==> src/shared/odc_consts.svh <==
// offsets, field positions, reset values and timing of the drive compensation select registers
`ifndef ODC_CONSTS_SVH
`define ODC_CONSTS_SVH
`define ODC_RISE_OFFSET      12'h050
`define ODC_FALL_OFFSET      12'h054
`define ODC_MUST_LOW_BIT     31
`define ODC_CAL_LSB          16
`define ODC_CAL_MSB          19
`define ODC_SEL_B_LSB        13
`define ODC_SEL_B_MSB        14
`define ODC_OVR_B_LSB        8
`define ODC_OVR_B_MSB        11
`define ODC_SEL_A_LSB        5
`define ODC_SEL_A_MSB        6
`define ODC_OVR_A_LSB        0
`define ODC_OVR_A_MSB        3
`define ODC_CTL_RESET        32'h00000000
`define ODC_STRENGTH_MAX     4'hf
`define ODC_STRENGTH_MIN     4'h0
`define ODC_APB_WAIT_CYCLES  1
`endif

==> src/shared/odc_pkg.sv <==
// types shared by the drive compensation select block
`default_nettype none
package odc_pkg;
    typedef enum logic [1:0] {
        ODC_SEL_CAL,
        ODC_SEL_OVR,
        ODC_SEL_SUM,
        ODC_SEL_DIFF
    } odc_sel_t;

    // writable fields of one bridge inside one control register
    typedef struct packed {
        odc_sel_t   sel;
        logic [3:0] ovr;
    } odc_bridge_cfg_t;

    // both edges' results for one bridge
    typedef struct packed {
        logic [3:0] rise;
        logic [3:0] fall;
    } odc_strength_t;
endpackage
`default_nettype wire

==> src/design/odc_select.sv <==
// drive compensation select register bank with apb slave and per-bridge strength outputs
//
// Functional notes
// - Two control registers exist: 0x50 for rising-edge strength and 0x54 for falling-edge strength.
// - Every strength value is a 4-bit unsigned number from 0h to Fh, larger meaning stronger drive.
// - Bits 19:16 read the calibrator's value, ignore writes, and have no defined reset value.
// - Second bridge selector in bits 14:13: 0 applies the calibrated value, 1 applies its override.
// - Second bridge selector 2 applies calibrated plus override, saturated at Fh.
// - Second bridge selector 3 applies calibrated minus override, clamped at 0h.
// - Bits 11:8 hold the second bridge's read-write override value.
// - Each bridge computes its own result from its own override and selector.
// - First bridge uses the same four-mode selector in bits 6:5 with its override in bits 3:0.
//
// Decided for this implementation: the APB register port.
`include "odc_consts.svh"
`default_nettype none
module odc_select
    import odc_pkg::*;
#(
    parameter int ADDR_W = 12
) (
    // clock and reset
    input  wire logic                pclk,
    input  wire logic                presetn,
    // apb slave
    input  wire logic                psel,
    input  wire logic                penable,
    input  wire logic                pwrite,
    input  wire logic [ADDR_W-1:0]   paddr,
    input  wire logic [31:0]         pwdata,
    output var  logic [31:0]         prdata,
    output var  logic                pready,
    output var  logic                pslverr,
    // calibrator results, rising and falling edge
    input  wire logic [3:0]          cal_rise,
    input  wire logic [3:0]          cal_fall,
    // applied strengths, first and second bridge
    output var  odc_strength_t       first_bridge_strength,
    output var  odc_strength_t       second_bridge_strength
);

    // -------------------------------------------------------------------------
    // elaboration checks
    // -------------------------------------------------------------------------
    if (ADDR_W < 8 || ADDR_W > 12) begin : g_bad_addr
        $error("odc_select: ADDR_W must be 8 to 12");
    end

    // -------------------------------------------------------------------------
    // apb decode
    // -------------------------------------------------------------------------
    localparam logic [ADDR_W-1:0] RISE_ADDR = ADDR_W'(`ODC_RISE_OFFSET);
    localparam logic [ADDR_W-1:0] FALL_ADDR = ADDR_W'(`ODC_FALL_OFFSET);

    logic access;
    logic hit_rise;
    logic hit_fall;
    assign access   = psel && penable;
    assign hit_rise = (paddr == RISE_ADDR);
    assign hit_fall = (paddr == FALL_ADDR);

    // -------------------------------------------------------------------------
    // control registers: rise_cfg_reg rising, fall_cfg_reg falling; [0] first bridge, [1] second
    // -------------------------------------------------------------------------
    odc_bridge_cfg_t rise_cfg_reg [2];
    odc_bridge_cfg_t fall_cfg_reg [2];
    logic            rise_must_low_reg;
    logic            fall_must_low_reg;

    function automatic odc_bridge_cfg_t cfg_from(input logic [31:0] d, input logic second);
        odc_bridge_cfg_t c;
        if (second) begin
            c.sel = odc_sel_t'(d[`ODC_SEL_B_MSB:`ODC_SEL_B_LSB]);
            c.ovr = d[`ODC_OVR_B_MSB:`ODC_OVR_B_LSB];
        end else begin
            c.sel = odc_sel_t'(d[`ODC_SEL_A_MSB:`ODC_SEL_A_LSB]);
            c.ovr = d[`ODC_OVR_A_MSB:`ODC_OVR_A_LSB];
        end
        return c;
    endfunction

    always_ff @(posedge pclk or negedge presetn) begin
        if (!presetn) begin
            rise_cfg_reg[0] <= odc_bridge_cfg_t'(6'h00);
            rise_cfg_reg[1] <= odc_bridge_cfg_t'(6'h00);
            rise_must_low_reg <= 1'b0;
        // writes land only at the completing edge, so the wait state never commits early
        end else if (access && pready && pwrite && hit_rise) begin
            rise_cfg_reg[0] <= cfg_from(pwdata, 1'b0);
            rise_cfg_reg[1] <= cfg_from(pwdata, 1'b1);
            // stored only so software reads back what it wrote; never steers anything
            rise_must_low_reg <= pwdata[`ODC_MUST_LOW_BIT];
        end
    end

    always_ff @(posedge pclk or negedge presetn) begin
        if (!presetn) begin
            fall_cfg_reg[0] <= odc_bridge_cfg_t'(6'h00);
            fall_cfg_reg[1] <= odc_bridge_cfg_t'(6'h00);
            fall_must_low_reg <= 1'b0;
        // same completing-edge rule as the rising register
        end else if (access && pready && pwrite && hit_fall) begin
            fall_cfg_reg[0] <= cfg_from(pwdata, 1'b0);
            fall_cfg_reg[1] <= cfg_from(pwdata, 1'b1);
            fall_must_low_reg <= pwdata[`ODC_MUST_LOW_BIT];
        end
    end

    // -------------------------------------------------------------------------
    // strength arithmetic
    // -------------------------------------------------------------------------
    // five-bit sum and difference so carry and borrow expose the saturate and clamp cases
    function automatic logic [3:0] apply_sel(input logic [3:0] cal, input odc_bridge_cfg_t c);
        logic [4:0] sum;
        logic [4:0] dif;
        sum = {1'b0, cal} + {1'b0, c.ovr};
        dif = {1'b0, cal} - {1'b0, c.ovr};
        case (c.sel)
            ODC_SEL_CAL:  apply_sel = cal;
            ODC_SEL_OVR:  apply_sel = c.ovr;
            ODC_SEL_SUM:  apply_sel = sum[4] ? `ODC_STRENGTH_MAX : sum[3:0];
            ODC_SEL_DIFF: apply_sel = dif[4] ? `ODC_STRENGTH_MIN : dif[3:0];
            default:      apply_sel = cal;
        endcase
    endfunction

    logic [3:0] rise_next [2];
    logic [3:0] fall_next [2];

    for (genvar b = 0; b < 2; b++) begin : g_bridge
        assign rise_next[b] = apply_sel(cal_rise, rise_cfg_reg[b]);
        assign fall_next[b] = apply_sel(cal_fall, fall_cfg_reg[b]);
    end

    // registered so that the outputs come straight from flip-flops; one cycle behind inputs
    always_ff @(posedge pclk or negedge presetn) begin
        if (!presetn) begin
            first_bridge_strength  <= '0;
            second_bridge_strength <= '0;
        end else begin
            first_bridge_strength  <= '{rise: rise_next[0], fall: fall_next[0]};
            second_bridge_strength <= '{rise: rise_next[1], fall: fall_next[1]};
        end
    end

    // -------------------------------------------------------------------------
    // read path
    // -------------------------------------------------------------------------
    // bit 31 reads back what was written; software must keep it low
    function automatic logic [31:0] pack_reg(input logic ml, input logic [3:0] cal,
                                             input odc_bridge_cfg_t a, input odc_bridge_cfg_t b);
        logic [31:0] d;
        d = `ODC_CTL_RESET;
        d[`ODC_MUST_LOW_BIT]              = ml;
        d[`ODC_CAL_MSB:`ODC_CAL_LSB]      = cal;
        d[`ODC_SEL_B_MSB:`ODC_SEL_B_LSB]  = b.sel;
        d[`ODC_OVR_B_MSB:`ODC_OVR_B_LSB]  = b.ovr;
        d[`ODC_SEL_A_MSB:`ODC_SEL_A_LSB]  = a.sel;
        d[`ODC_OVR_A_MSB:`ODC_OVR_A_LSB]  = a.ovr;
        return d;
    endfunction

    logic [31:0] prdata_next;
    always_comb begin
        prdata_next = '0;
        if (hit_rise) begin
            prdata_next = pack_reg(rise_must_low_reg, cal_rise, rise_cfg_reg[0], rise_cfg_reg[1]);
        end else if (hit_fall) begin
            prdata_next = pack_reg(fall_must_low_reg, cal_fall, fall_cfg_reg[0], fall_cfg_reg[1]);
        end
    end

    // one wait state: setup, access (pready low), access (pready high)
    always_ff @(posedge pclk or negedge presetn) begin
        if (!presetn) begin
            pready  <= 1'b0;
            prdata  <= '0;
            pslverr <= 1'b0;
        end else if (access && !pready) begin
            pready  <= 1'b1;
            prdata  <= pwrite ? 32'h00000000 : prdata_next;
            pslverr <= !(hit_rise || hit_fall);
        end else begin
            pready  <= 1'b0;
            prdata  <= '0;
            pslverr <= 1'b0;
        end
    end
endmodule
`default_nettype wire

==> config.mk <==
export PLATFORM = sky130hd
export DESIGN_NAME = odc_select
export DESIGN_NICKNAME = d
export VERILOG_FILES = /design/src/shared/odc_pkg.sv /design/src/design/odc_select.sv
export VERILOG_INCLUDE_DIRS = /design/src /design/src/shared
export SDC_FILE = /design/constraint.sdc
export NUM_CORES = 1
export LEC_CHECK = 0
export BUFFER_PORTS_ARGS = -buffer_cell sky130_fd_sc_hd__buf_2
export CAP_MARGIN = 20
export CELL_PAD_IN_SITES_DETAIL_PLACEMENT = 0
export CELL_PAD_IN_SITES_GLOBAL_PLACEMENT = 1
export CORE_MARGIN = 2
export CORE_UTILIZATION = 37
export CTS_BUF_LIST = sky130_fd_sc_hd__clkbuf_8
export DETAILED_ROUTE_END_ITERATION = 16
export PLACE_DENSITY_LB_ADDON = 0.1
export SLEW_MARGIN = 20
export SYNTH_ARGS = -nofsm -noshare
export SYNTH_HDL_FRONTEND = slang
export SYNTH_SLANG_ARGS = --single-unit
==> constraint.sdc <==
create_clock -name pclk -period 1.9 [get_ports pclk]
set_clock_uncertainty 0.05 [all_clocks]
set_input_delay 0 -clock pclk [delete_from_list [all_inputs] [get_ports pclk]]
set_output_delay 0 -clock pclk [all_outputs]
set_load 0.005 [all_outputs]
==> results of run 1 <==
[cell families (layout without fill, tap and decap cells)]
group	Yosys count	in the layout	share of synthesized area, %
AO/OA/AOI/OAI	106	106	17.4
XOR/XNOR	8	8	1.78
adder cells (fa/ha/maj)	40	40	14.3
buffers and inverters	61	182	7.86
flip-flops	61	61	38.8
multiplexers	24	24	7.67
other	1	15	0.0954
AND/OR/NAND/NOR	95	95	12.0
[metal layers]
layer	vias to the layer above	routed length, um	global-route usage (%)
met3	6	266	2.25
met1	1610	5080	27.4
met2	57	5060	29.9
li1	1631	-	-
met5	-	0	0
met4	0	97	6.49
[worst max-delay path, delay by kind of cell (launching register included)]
| family | cells | cell delay [ns] |
|---|---|---|
| buffers and inverters | 1 | 0.05 |
| adders and majority gates | 2 | 0.55 |
| AOI/OAI and AO/OA | 4 | 0.59 |
| DFF | 1 | 0.41 |
| and+or+nand+nor | 1 | 0.15 |
[layout by cell type, fill, tap and decap left out, drive strengths merged, types with 6 or more instances in the layout]
cell         netlist  final
nor2              39     39
clkbuf            15      9
nand2             17     17
conb               1     15
o21ai             29     29
nor2b              7      7
or3                6      6
a21oi             18     18
fa                 8      8
dlygate4sd3        0     16
buf               18    122
inv               28     29
a21o              11     11
mux2              19     19
o32ai              6      6
a22oi             17     17
ha                32     32
dfrtp             61     61
[power by group]
part	internal, W	leakage [nW]	switching (W)
registers	0.00132	0.764	0.00000604
logic	0.000172	1.66	0.000197
clock network	0.000609	0.0918	0.000553
[what timing repair did]
item / CTS / global route
hold buffers: 16 / 0
resized for setup: 10 / 35
endpoints found under the setup margin: 9 / 13
hold endpoints to repair: 57 / 0
pin swaps: 3 / 25
setup buffers: 1 / 6
[how the worst min path moves through the flow]
stage / startpoint / endpoint / slack, ns / cells after the start
2_1_floorplan: presetn / fall_cfg_reg[0]$_DFFE_PN0P_ / -0.35 / 0
3_3_place_gp: presetn / second_bridge_strength[7]$_DFF_PN0_ / 0.05 / 1
3_5_place_dp: presetn / second_bridge_strength[7]$_DFF_PN0_ / 0.06 / 1
4_1_cts: cal_fall[0] / prdata[16]$_DFF_PN0_ / 0.03 / 3
5_1_grt: cal_fall[3] / second_bridge_strength[3]$_DFF_PN0_ / 0.06 / 3
6_report: cal_fall[3] / second_bridge_strength[3]$_DFF_PN0_ / 0.05 / 3
[per-stage QoR]
stage	hold slack [ns]	setup WS (ns)	power, W	cells	TNS [ns]
finish	0.0529	-0.0187	0.00285	667	-0.0187
global route	0.0606	-0.125	0.00300	667	-0.673
CTS	0.0251	0.0122	0.00287	661	0
detailed placement	0.0611	-0.0571	0.00167	628	-0.115
global placement	0.0503	-0.0410	0.00167	628	-0.0805
floorplan	-0.346	0.0396	0.00151	410	0
[final cells by class]
class	count	area (um^2)	share of cell area, %
Clock buffer	9	124	2.38
Clock inverter	7	75.1	1.44
Inverter	28	105	2.02
Multi-Input combinational cell	288	2280	43.8
Sequential cell	61	1530	29.3
Tap cell	136	170	3.27
Timing Repair Buffer	138	928	17.8
==> out/metrics.sh, run 1 <==
ANT_NETS=0
REG2REG_SLACK_NS=-0.02
FINALSETUPVIOLCOUNT=1
TIMING.SETUP.CRITICAL_PATH_CLASS='register to register'
STARTPOINT_OF_THE_MOST_CRITICAL_SETUP_PATH='fall_cfg_reg[6]$_DFFE_PN0P_'
NUMBER_OF_ENABLE_TYPE_REGISTER_CELLS_IN_THE_SYNTHESIZED_NETLIST=0
CLOCK_TREE.BUFFER_DEPTH=2
SYNTH_CELLS=396
DRT_DRC=0
HOLD_VIOLATIONS=0
FINALWORSTSETUPSLACK_NS=-0.0187
LAYOUT.CELL_AREA.NON_FILLER_UM2=5210
OUTCOME='complete, but fails checks'
VIA_COUNT_OF_THE_FIRST_GLOBAL_ROUTING_PASS=3211
FP.DIEAREA_UM2=11500
NUM_VIAS=3304
AVGVIACOUNTPERCELL=4.95
WORST_EP_REQUIRED_TIME_NS=2.06
DIE_WIDTH_UM=107
SYNTH_TOP_CELLS_BY_AREA='sky130_fd_sc_hd__dfrtp_1 (39%), sky130_fd_sc_hd__ha_1 (10%), sky130_fd_sc_hd__fa_1 (4.1%), sky130_fd_sc_hd__mux2_4 (3.8%), sky130_fd_sc_hd__nor2_1 (3.7%)'
TIMING_WORST_SLEW_PIN_VALUE_NS=0.746
RR_ENDPOINT='first_bridge_strength[1]$_DFF_PN0_'
PLACEMENT.IO_BUFFERS=72
CRITPATHLAUNCHTYPE='register'
FIRST_PASS_GRT_WIRE_LENGTH_MM=16.8
CP_MAX_FO=4
SYNTHDOMINANTCELLAREASHARE_PCT=38.8
RSZ_0062_RAISED_AFTER_GLOBAL_ROUTING='yes'
VDD.IR_DROP.WORST_V=0.000258
DRT_FIRST_PASS_ITERS=4
DRT_ITER0_MARKERS=136
CTS.REPORTEDPATHS.CLKPINSLEW_NS=0.07
CRITICAL_PATH.REG2REG.STARTPOINT='fall_cfg_reg[6]$_DFFE_PN0P_'
FINALWORSTPATHREQUIREDPERIOD_NS=1.92
SEQ_AREA_FRAC_SYNTH_PCT=38.8
GRT.TOTAL_USAGE_PCT=19.1
GRT_OVERFLOW=0
ASYNC_FLOP_SHARE_PCT=100
MAX_CLOCK_FREQ_MHz=521
SYNTH.CELLS.MOST_FREQUENT='sky130_fd_sc_hd__dfrtp_1 (61), sky130_fd_sc_hd__nor2_1 (39), sky130_fd_sc_hd__ha_1 (32), sky130_fd_sc_hd__o21ai_0 (29), sky130_fd_sc_hd__inv_1 (28)'
YOSYSWARNINGCOUNT=0
DIE_Y_UM=107
FRACTION_OF_LAYOUT_CELLS_WITH_A_SIZE_SUFFIX_ABOVE_1_PCT=36.7
NETLIST_AREA_UM2=3930
FAILED_CHECKS='setup timing'
CTS.SINK_COUNT=61
YOSYS_REGISTER_BITS=61
CRITICAL-PATH-SLOWEST-CELL='sky130_fd_sc_hd__dfrtp_1'
INSERTION_DELAY_NS=0.33
TOTALWIRELENGTH_MM=10.5
POWER-PER-CELL-AREA_nW_PER_UM2=548
DETAIL_ROUTE.WL_PER_CELL_UM=15.7
NUMBER_OF_ANTENNA_VIOLATIONS_AT_THE_FIRST_CHECK_IN_GLOBAL_ROUTING=0
TIMING.CRITICAL_PATH.SLOWEST_CELL_DELAY_NS=0.41
FINAL_CORE_UTIL_PCT=50.5
ROWS=37
CTS_TREE='built'
ENDPOINT='first_bridge_strength[1]$_DFF_PN0_'
COUNT_OF_DISTINCT_CELL_TYPES_IN_THE_SYNTHESIZED_NETLIST=49
SYNTH_FF_TYPE='sky130_fd_sc_hd__dfrtp_1'
WORST_HOLD_PATH_TYPE='primary input to register'
POSTSYNTHAREAPERCELL_UM2=9.92
YOSYSTOPAREACELL='sky130_fd_sc_hd__dfrtp_1'
GLOBALPLACE.CONGESTION=0.842
MAX-CAP-VIOLATIONS=0
FINAL_MAX_SLEW_VIOL_COUNT=0
P_LEAK_nW=2.52
CORE_AREA_UM2=10300
WORSTPATHCELLLIST='ha_2 -> inv_2 -> fa_2 -> a21o_1 -> a21o_1 -> and3_1 -> o21ai_1 -> o21ai_1'
FINAL.FILL_COUNT=999
WORSTSETUPENDPOINTTYPE='register'
PLACE.DETAILED.HPWL_MM=7.72
MAXSLEWHEADROOM_PCT=50.3
AREA_DELTA_SYNTH_FINAL_PCT=32.6
FINALCRITPERIODSHARE_PCT=101
HTREEDEPTH=3
POST-SYNTH-TOP-COUNT-CELL='sky130_fd_sc_hd__dfrtp_1'
PIN_COUNT_OF_THE_BIGGEST_NET_ENTERING_GLOBAL_ROUTING=33
PLACED_AREA_UM2=4660
CTS_BUFFERS=9
LARGEST_REGISTER_FF_COUNT=17
NETS=623
CRIT_ARRIVAL_NS=2.08
ANTENNADIODECOUNT=0
REG2REG_DEPTH=8
CLK_ROOT_BUFFER_CELL='sky130_fd_sc_hd__clkbuf_8'
IO_PINS=107
START_UTIL_PCT=38.1
No activity file was read; power rests on OpenSTA's default activity.
==> inputs of run 2 (changes only) <==
--- a/config.mk
+++ b/config.mk
@@ -15,6 +15,7 @@
 export CTS_BUF_LIST = sky130_fd_sc_hd__clkbuf_8
 export DETAILED_ROUTE_END_ITERATION = 16
 export PLACE_DENSITY_LB_ADDON = 0.1
+export SKIP_LAST_GASP = 1
 export SLEW_MARGIN = 20
 export SYNTH_ARGS = -nofsm -noshare
 export SYNTH_HDL_FRONTEND = slang
==> run 2 against run 1 <==
Effect of this change: the flow still finishes with violations (setup timing); non-clock buffer count unchanged; core utilization hardly changed; register-to-register slack about the same; sequential cell count unchanged; count of clock-buffer cells in the layout unchanged; critical path depth is the same; clock power barely moved; critical path type unchanged; largest cell class unchanged; largest power group unchanged; highest routed layer unchanged.
==> out/metrics.sh, run 2 (same netlist as run 1, synthesis figures left out) <==
OUTCOME='complete, but fails checks'  # unchanged
FAILED_CHECKS='setup timing'  # unchanged
FINALWORSTSETUPSLACK_NS=-0.0199  # was -0.0187 ns
PLACED_AREA_UM2=4660  # unchanged
AREA_DELTA_SYNTH_FINAL_PCT=32.5  # was 32.6%
LAYOUT.CELL_AREA.NON_FILLER_UM2=5210  # about the same
PIN_COUNT_OF_THE_BIGGEST_NET_ENTERING_GLOBAL_ROUTING=33  # unchanged
PLACE.DETAILED.HPWL_MM=7.72  # unchanged
HOLD_VIOLATIONS=0  # unchanged
CLOCK_TREE.BUFFER_DEPTH=2  # unchanged
CTS.SINK_COUNT=61  # unchanged
INSERTION_DELAY_NS=0.33  # about the same
IO_PINS=107  # unchanged
GRT.TOTAL_USAGE_PCT=19.1  # unchanged
FRACTION_OF_LAYOUT_CELLS_WITH_A_SIZE_SUFFIX_ABOVE_1_PCT=36.3  # was 36.7%
FINALSETUPVIOLCOUNT=1  # unchanged
NUM_VIAS=3305  # was 3,304
WORSTSETUPENDPOINTTYPE='register'  # unchanged
RSZ_0062_RAISED_AFTER_GLOBAL_ROUTING='yes'  # unchanged
DIE_WIDTH_UM=107  # unchanged
FINALWORSTPATHREQUIREDPERIOD_NS=1.92  # about the same
HTREEDEPTH=3  # unchanged
TOTALWIRELENGTH_MM=10.5  # about the same
REG2REG_DEPTH=8  # unchanged
MOSTFREQUENTLAYOUTCELL='sky130_fd_sc_hd__buf_2'  # unchanged
START_UTIL_PCT=38.1  # unchanged
PLACEMENT.IO_BUFFERS=72  # unchanged
GLOBALPLACE.CONGESTION=0.842  # unchanged
POWER-PER-CELL-AREA_nW_PER_UM2=549  # was 548 nW/um^2
ANTENNADIODECOUNT=0  # unchanged
VIA_COUNT_OF_THE_FIRST_GLOBAL_ROUTING_PASS=3211  # unchanged
NUMPLACEDINSTANCES=628  # unchanged
DETAIL_ROUTE.WL_PER_CELL_UM=15.7  # about the same
CTS_TREE='built'  # unchanged
CP_MAX_FO=4  # unchanged
P_LEAK_nW=2.52  # about the same
CRITPATHLAUNCHTYPE='register'  # unchanged
WORST_PATH_DOMINANT_CELL_FAMILY='compound AO/OA/AOI/OAI gates'  # unchanged
INSTANCES_NO_FILL=667  # unchanged
NETS=623  # unchanged
CRIT_ARRIVAL_NS=2.08  # about the same
CORE_AREA_UM2=10300  # unchanged
DIE_Y_UM=107  # unchanged
WORSTSETUPPATHDEPTH=8  # unchanged
ANT_NETS=0  # unchanged
DRT_DRC=0  # unchanged
FINAL.FILL_COUNT=997  # was 999
HIGHEST_COUNT_CELLS_IN_THE_LAYOUT_IGNORING_FILL_AND_TAPS='sky130_fd_sc_hd__buf_2 (72), sky130_fd_sc_hd__dfrtp_1 (61), sky130_fd_sc_hd__buf_4 (46), sky130_fd_sc_hd__nor2_1 (37), sky130_fd_sc_hd__ha_1 (27)'  # unchanged
TIMING.SETUP.CRITICAL_PATH_CLASS='register to register'  # unchanged
HOLD_DEPTH=3  # unchanged
MAXSLEWHEADROOM_PCT=50.5  # was 50.3%
MAX-CAP-VIOLATIONS=0  # unchanged
WORSTPATHCELLLIST='ha_2 -> inv_2 -> fa_2 -> a21o_1 -> a21o_1 -> and3_1 -> o21ai_1 -> o21ai_1'  # unchanged
CTS.REPORTEDPATHS.CLKPINSLEW_NS=0.07  # about the same
FP.DIEAREA_UM2=11500  # unchanged
VDD.IR_DROP.WORST_V=0.000258  # about the same
MAX_CLOCK_FREQ_MHz=521  # about the same
FIRST_PASS_GRT_WIRE_LENGTH_MM=16.8  # unchanged
AVGVIACOUNTPERCELL=4.96  # was 4.95
TIMING_WORST_SLEW_PIN_VALUE_NS=0.743  # was 0.746 ns
CLK_ROOT_BUFFER_CELL='sky130_fd_sc_hd__clkbuf_8'  # unchanged
WORST_HOLD_PATH_TYPE='primary input to register'  # unchanged
FINAL_MAX_SLEW_VIOL_COUNT=0  # unchanged
TIMING.CRITICAL_PATH.SLOWEST_CELL_DELAY_NS=0.41  # about the same
CTS_BUFFERS=9  # unchanged
REG2REG_SLACK_NS=-0.02  # about the same
CRITICAL-PATH-SLOWEST-CELL='sky130_fd_sc_hd__dfrtp_1'  # unchanged
DRT_ITER0_MARKERS=154  # was 136
PATH_BUF_INV=1  # unchanged
DRT_FIRST_PASS_ITERS=5  # was 4
NUMBER_OF_ANTENNA_VIOLATIONS_AT_THE_FIRST_CHECK_IN_GLOBAL_ROUTING=0  # unchanged
GRT_OVERFLOW=0  # unchanged
LARGEST_REGISTER_FF_COUNT=17  # unchanged
ROWS=37  # unchanged
FINALCRITPERIODSHARE_PCT=101  # about the same
WORST_EP_REQUIRED_TIME_NS=2.06  # about the same
## run 2: cell counts in the layout (fill, tap and decap cells not counted)
No cell type changed its count.
## run 2: worst paths after layout
check,end,from
worst max-delay path,first_bridge_strength[1]$_DFF_PN0_,fall_cfg_reg[6]$_DFFE_PN0P_
worst min-delay path,second_bridge_strength[3]$_DFF_PN0_,cal_fall[3]
worst max register to register,first_bridge_strength[1]$_DFF_PN0_,fall_cfg_reg[6]$_DFFE_PN0P_
worst min register to register,fall_must_low_reg$_DFFE_PN0P_,fall_must_low_reg$_DFFE_PN0P_
max in group asynchronous,fall_cfg_reg[8]$_DFFE_PN0P_,presetn
min in group asynchronous,prdata[9]$_DFF_PN0_,presetn
## run 2: through the flow
step | setup TNS, ns | setup WS (ns) | hold WS [ns] | total power [W] | utilization, %
floorplan | 0 | 0.0396 | -0.346 | 0.00151 | -
global placement | -0.0805 | -0.0410 | 0.0503 | 0.00167 | 45.2
detailed placement | -0.115 | -0.0571 | 0.0611 | 0.00167 | 45.2
CTS | 0 | 0.0122 | 0.0251 | 0.00287 | 48.9
global route | -0.743 | -0.125 | 0.0606 | 0.00300 | 50.4
finish | -0.0199 | -0.0199 | 0.0527 | 0.00286 | 50.4
## run 2: cell type report
cell class	count	area [um^2]	share of cell area, %
Multi-Input combinational cell	288	2280	43.7
Sequential cell	61	1530	29.3
Timing Repair Buffer	138	928	17.8
Tap cell	136	170	3.27
Clock buffer	9	124	2.38
Inverter	28	105	2.02
Clock inverter	7	75.1	1.44
## run 2: tightest hold or removal path, delay by kind of cell
family,cells,cell delay [ns]
buf+inv,1,0.17
compound gates,2,0.22
## run 2: timing repair
item,4_1_cts,5_1_grt
pin swaps,3,23
endpoints found under the setup margin,9,13
hold buffers,16,0
hold endpoints to repair,57,0
buffers inserted,1,6
gates resized for setup,10,33
## run 2: per-layer routing
layer | share of wire (%) | GRT usage [%] | vias up
met5 | 0 | 0 | -
met4 | 0.93 | 6.49 | 0
met3 | 2.7 | 2.25 | 6
met2 | 48 | 29.9 | 64
met1 | 48 | 27.4 | 1605
li1 | - | - | 1630
## run 2: report_power, final
group          leakage (nW)  internal (W)  switching (W)
Sequential            0.764       0.00132     0.00000602
Combinational          1.66      0.000172       0.000197
Clock                0.0918      0.000609       0.000556
Total                  2.52       0.00210       0.000759
==> inputs of run 3 (changes only) <==
--- a/config.mk
+++ b/config.mk
@@ -15,6 +15,8 @@
 export CTS_BUF_LIST = sky130_fd_sc_hd__clkbuf_8
 export DETAILED_ROUTE_END_ITERATION = 16
 export PLACE_DENSITY_LB_ADDON = 0.1
+export REMOVE_ABC_BUFFERS = 1
+export SKIP_CTS_REPAIR_TIMING = 1
 export SKIP_LAST_GASP = 1
 export SLEW_MARGIN = 20
 export SYNTH_ARGS = -nofsm -noshare
==> run 3 against run 2 <==
Effect of this change: register-to-register slack worse by 0.02 ns; first-iteration DRC count down 17%; combinational power is essentially flat; count of clock-buffer cells in the layout grew 1; the flow still finishes with violations (setup timing).
==> out/metrics.sh, run 3 (same netlist as run 1, synthesis figures left out) <==
FINALCRITPERIODSHARE_PCT=102  # was 101%
INSTANCES_NO_FILL=662  # was 667
MAXSLEWHEADROOM_PCT=48.9  # was 50.5%
REG2REG_SLACK_NS=-0.04  # was -0.02 ns
CLK_ROOT_BUFFER_CELL='sky130_fd_sc_hd__clkbuf_8'  # unchanged
WORSTSETUPPATHDEPTH=8  # unchanged
FAILED_CHECKS='setup timing'  # unchanged
ANT_NETS=0  # unchanged
GRT_OVERFLOW=0  # unchanged
NETS=618  # was 623
WORSTSETUPENDPOINTTYPE='register'  # unchanged
RSZ_0062_RAISED_AFTER_GLOBAL_ROUTING='yes'  # unchanged
P_LEAK_nW=2.54  # was 2.52 nW
CRITICAL_PATH.REG2REG.STARTPOINT='fall_cfg_reg[6]$_DFFE_PN0P_'  # unchanged
DETAIL_ROUTE.WL_PER_CELL_UM=15.8  # was 15.7 um
HTREEDEPTH=3  # unchanged
CTS_TREE='built'  # unchanged
CTS.REPORTEDPATHS.CLKPINSLEW_NS=0.07  # about the same
WORST_EP_REQUIRED_TIME_NS=2.06  # about the same
CLOCK_TREE.BUFFER_DEPTH=2  # unchanged
PLACE.DETAILED.HPWL_MM=7.41  # was 7.72 mm
POWER-PER-CELL-AREA_nW_PER_UM2=597  # was 549 nW/um^2
NUMBER_OF_ANTENNA_VIOLATIONS_AT_THE_FIRST_CHECK_IN_GLOBAL_ROUTING=0  # unchanged
RR_ENDPOINT='first_bridge_strength[1]$_DFF_PN0_'  # unchanged
WORST_PATH_DOMINANT_CELL_FAMILY='adder cells'  # was compound AO/OA/AOI/OAI gates
TIMING.HOLD.WORST.START='paddr[2]'  # was cal_fall[3]
SWITCHING_POWER_TOTAL_W=0.000751  # was 0.000759 W
CORE_AREA_UM2=10300  # unchanged
FINAL_MAX_SLEW_VIOL_COUNT=0  # unchanged
GLOBALPLACE.CONGESTION=0.816  # was 0.842
REG2REG_DEPTH=8  # unchanged
FINALSETUPVIOLCOUNT=1  # unchanged
AVGVIACOUNTPERCELL=5.02  # was 4.96
STARTPOINT_OF_THE_MOST_CRITICAL_SETUP_PATH='fall_cfg_reg[6]$_DFFE_PN0P_'  # unchanged
GRT.TOTAL_USAGE_PCT=18.3  # was 19.1%
HOLD_VIOLATIONS=0  # unchanged
TIMING_WORST_SLEW_PIN_VALUE_NS=0.766  # was 0.743 ns
FRACTION_OF_LAYOUT_CELLS_WITH_A_SIZE_SUFFIX_ABOVE_1_PCT=37.1  # was 36.3%
MAX-CAP-VIOLATIONS=0  # unchanged
MAX_CLOCK_FREQ_MHz=515  # was 521 MHz
MOSTFREQUENTLAYOUTCELL='sky130_fd_sc_hd__buf_2'  # unchanged
PWR-SHARE-SEQ_PCT=42.1  # was 46.3%
CLKPWRFRAC_PCT=46.2  # was 40.8%
FINAL.FILL_COUNT=954  # was 997
DRT_DRC=0  # unchanged
TIMING.SETUP.CRITICAL_PATH_CLASS='register to register'  # unchanged
DIE_Y_UM=107  # unchanged
PLACEMENT.IO_BUFFERS=72  # unchanged
AREA_DELTA_SYNTH_FINAL_PCT=33.9  # was 32.5%
DRT_ITER0_MARKERS=128  # was 154
LARGEST_REGISTER_FF_COUNT=17  # unchanged
WORST_HOLD_PATH_TYPE='primary input to register'  # unchanged
FIRST_PASS_GRT_WIRE_LENGTH_MM=16.0  # was 16.8 mm
CTS_BUFFERS=9  # unchanged
VIA_COUNT_OF_THE_FIRST_GLOBAL_ROUTING_PASS=3084  # was 3,211
CRIT_ARRIVAL_NS=2.11  # was 2.08 ns
DIE_WIDTH_UM=107  # unchanged
INTPOWER_W=0.00239  # was 0.00210 W
CRITICAL-PATH-SLOWEST-CELL='sky130_fd_sc_hd__dfrtp_1'  # unchanged
ROWS=37  # unchanged
SETUP_TNS_AFTER_FINAL_LAYOUT_NS=-0.0424  # was -0.0199 ns
SEQUENTIAL_CELL_AREA_UM2=1530  # about the same
WORSTPATHCELLLIST='ha_2 -> inv_2 -> fa_2 -> a21o_1 -> a21o_1 -> and3_1 -> o21ai_1 -> o21ai_1'  # unchanged
TOTAL_AREA_OF_MULTI_INPUT_COMBINATIONAL_CELLS_UM2=2310  # was 2280 um^2
SHARE_COMB_OF_TOTAL_POWER_PCT=11.8  # was 12.9%
PATH_BUF_INV=1  # unchanged
CRITPATHLAUNCHTYPE='register'  # unchanged
FINALWORSTSETUPSLACK_NS=-0.0424  # was -0.0199 ns
CTS.SINK_COUNT=61  # unchanged
OUTCOME='complete, but fails checks'  # unchanged
NUMPLACEDINSTANCES=625  # was 628
VDD.IR_DROP.WORST_V=0.000301  # was 0.000258 V
FINALWORSTPATHREQUIREDPERIOD_NS=1.94  # was 1.92 ns
ENDPOINT='first_bridge_strength[1]$_DFF_PN0_'  # unchanged
ANTENNADIODECOUNT=0  # unchanged
FP.DIEAREA_UM2=11500  # unchanged
NUM_VIAS=3324  # was 3,305
PIN_COUNT_OF_THE_BIGGEST_NET_ENTERING_GLOBAL_ROUTING=31  # was 33
DRT_FIRST_PASS_ITERS=4  # was 5
INSERTION_DELAY_NS=0.34  # was 0.33 ns
P_SW_SHARE_PCT=23.9  # was 26.6%
IO_PINS=107  # unchanged
CP_MAX_FO=3  # was 4
HIGHEST_COUNT_CELLS_IN_THE_LAYOUT_IGNORING_FILL_AND_TAPS='sky130_fd_sc_hd__buf_2 (72), sky130_fd_sc_hd__dfrtp_1 (60), sky130_fd_sc_hd__buf_4 (39), sky130_fd_sc_hd__nor2_1 (37), sky130_fd_sc_hd__ha_1 (26)'  # was sky130_fd_sc_hd__buf_2 (72), sky130_fd_sc_hd__dfrtp_1 (61), sky130_fd_sc_hd__buf_4 (46), sky130_fd_sc_hd__nor2_1 (37), sky130_fd_sc_hd__ha_1 (27)
TIMING.CRITICAL_PATH.SLOWEST_CELL_DELAY_NS=0.41  # about the same
START_UTIL_PCT=38.1  # unchanged
TOTALWIRELENGTH_MM=10.5  # about the same
## run 3: cell types whose count changed in the layout (fill, tap and decap cells not counted), moves of 2 or more
cell and delta:
sky130_fd_sc_hd__a21oi_1 -3, sky130_fd_sc_hd__a21oi_2 +3, sky130_fd_sc_hd__buf_4 -7, sky130_fd_sc_hd__buf_6 +2, sky130_fd_sc_hd__bufinv_16 +2, sky130_fd_sc_hd__fa_1 -2, sky130_fd_sc_hd__fa_2 +2, sky130_fd_sc_hd__ha_4 +2
sky130_fd_sc_hd__o21ai_1 -2, sky130_fd_sc_hd__o32ai_1 +2, sky130_fd_sc_hd__o32ai_2 -2
## run 3: power groups by stage
stage	registers (W)	clock network (W)	logic (W)
after global routing	0.00132	0.00155	0.000416
after CTS	0.00132	0.00148	0.000316
after floorplan	0.00135	0	0.000135
after detailed placement	0.00135	0	0.000315
after global placement	0.00135	0	0.000314
final	0.00132	0.00145	0.000370
## run 3: tightest hold or removal path, stage by stage
cell                      delay (ns)
sky130_fd_sc_hd__buf_2          0.11
sky130_fd_sc_hd__nand2_1        0.08
sky130_fd_sc_hd__nor2_1         0.13
sky130_fd_sc_hd__nor4_1         0.06
## run 3: stage by stage
| step | utilization [%] | area (um^2) | hold WS, ns | power, W | setup WS [ns] |
|---|---|---|---|---|---|
| after floorplan | - | 3780 | -0.346 | 0.00149 | -0.260 |
| after global placement | 44.9 | 4640 | 0.0619 | 0.00166 | -0.0464 |
| after detailed placement | 44.9 | 4640 | 0.0724 | 0.00166 | -0.0769 |
| after CTS | 47.3 | 4890 | -0.300 | 0.00312 | -0.0952 |
| after global routing | 51.0 | 5260 | 0.0217 | 0.00329 | -0.150 |
| final | 51.0 | 5260 | 0.0331 | 0.00314 | -0.0424 |
## run 3: routing by layer
layer | vias up | routed length [um] | GRT usage (%)
li1 | 1621 | - | -
met1 | 1617 | 4990 | 25.7
met2 | 75 | 5040 | 29.0
met3 | 11 | 320 | 2.13
met4 | 0 | 136 | 6.40
met5 | - | 0 | 0
## run 3: worst min-delay path by stage
stage | to | cells after the start
5_1_grt | second_bridge_strength[2]$_DFF_PN0_ | 2
6_report | pslverr$_DFF_PN0_ | 4
4_1_cts | prdata[13]$_DFF_PN0_ | 1
3_3_place_gp | prdata[17]$_DFF_PN0_ | 1
3_5_place_dp | prdata[13]$_DFF_PN0_ | 1
2_1_floorplan | fall_cfg_reg[0]$_DFFE_PN0P_ | 0
## run 3: final cells by class
class / count / share of cell area, %
clock buffers: 10 / 2.61
clock inverters: 6 / 2.09
inverters: 28 / 2.00
multi-input cells: 288 / 44.0
flip-flops and latches: 61 / 29.0
well taps: 136 / 3.23
repair buffers: 133 / 17.1
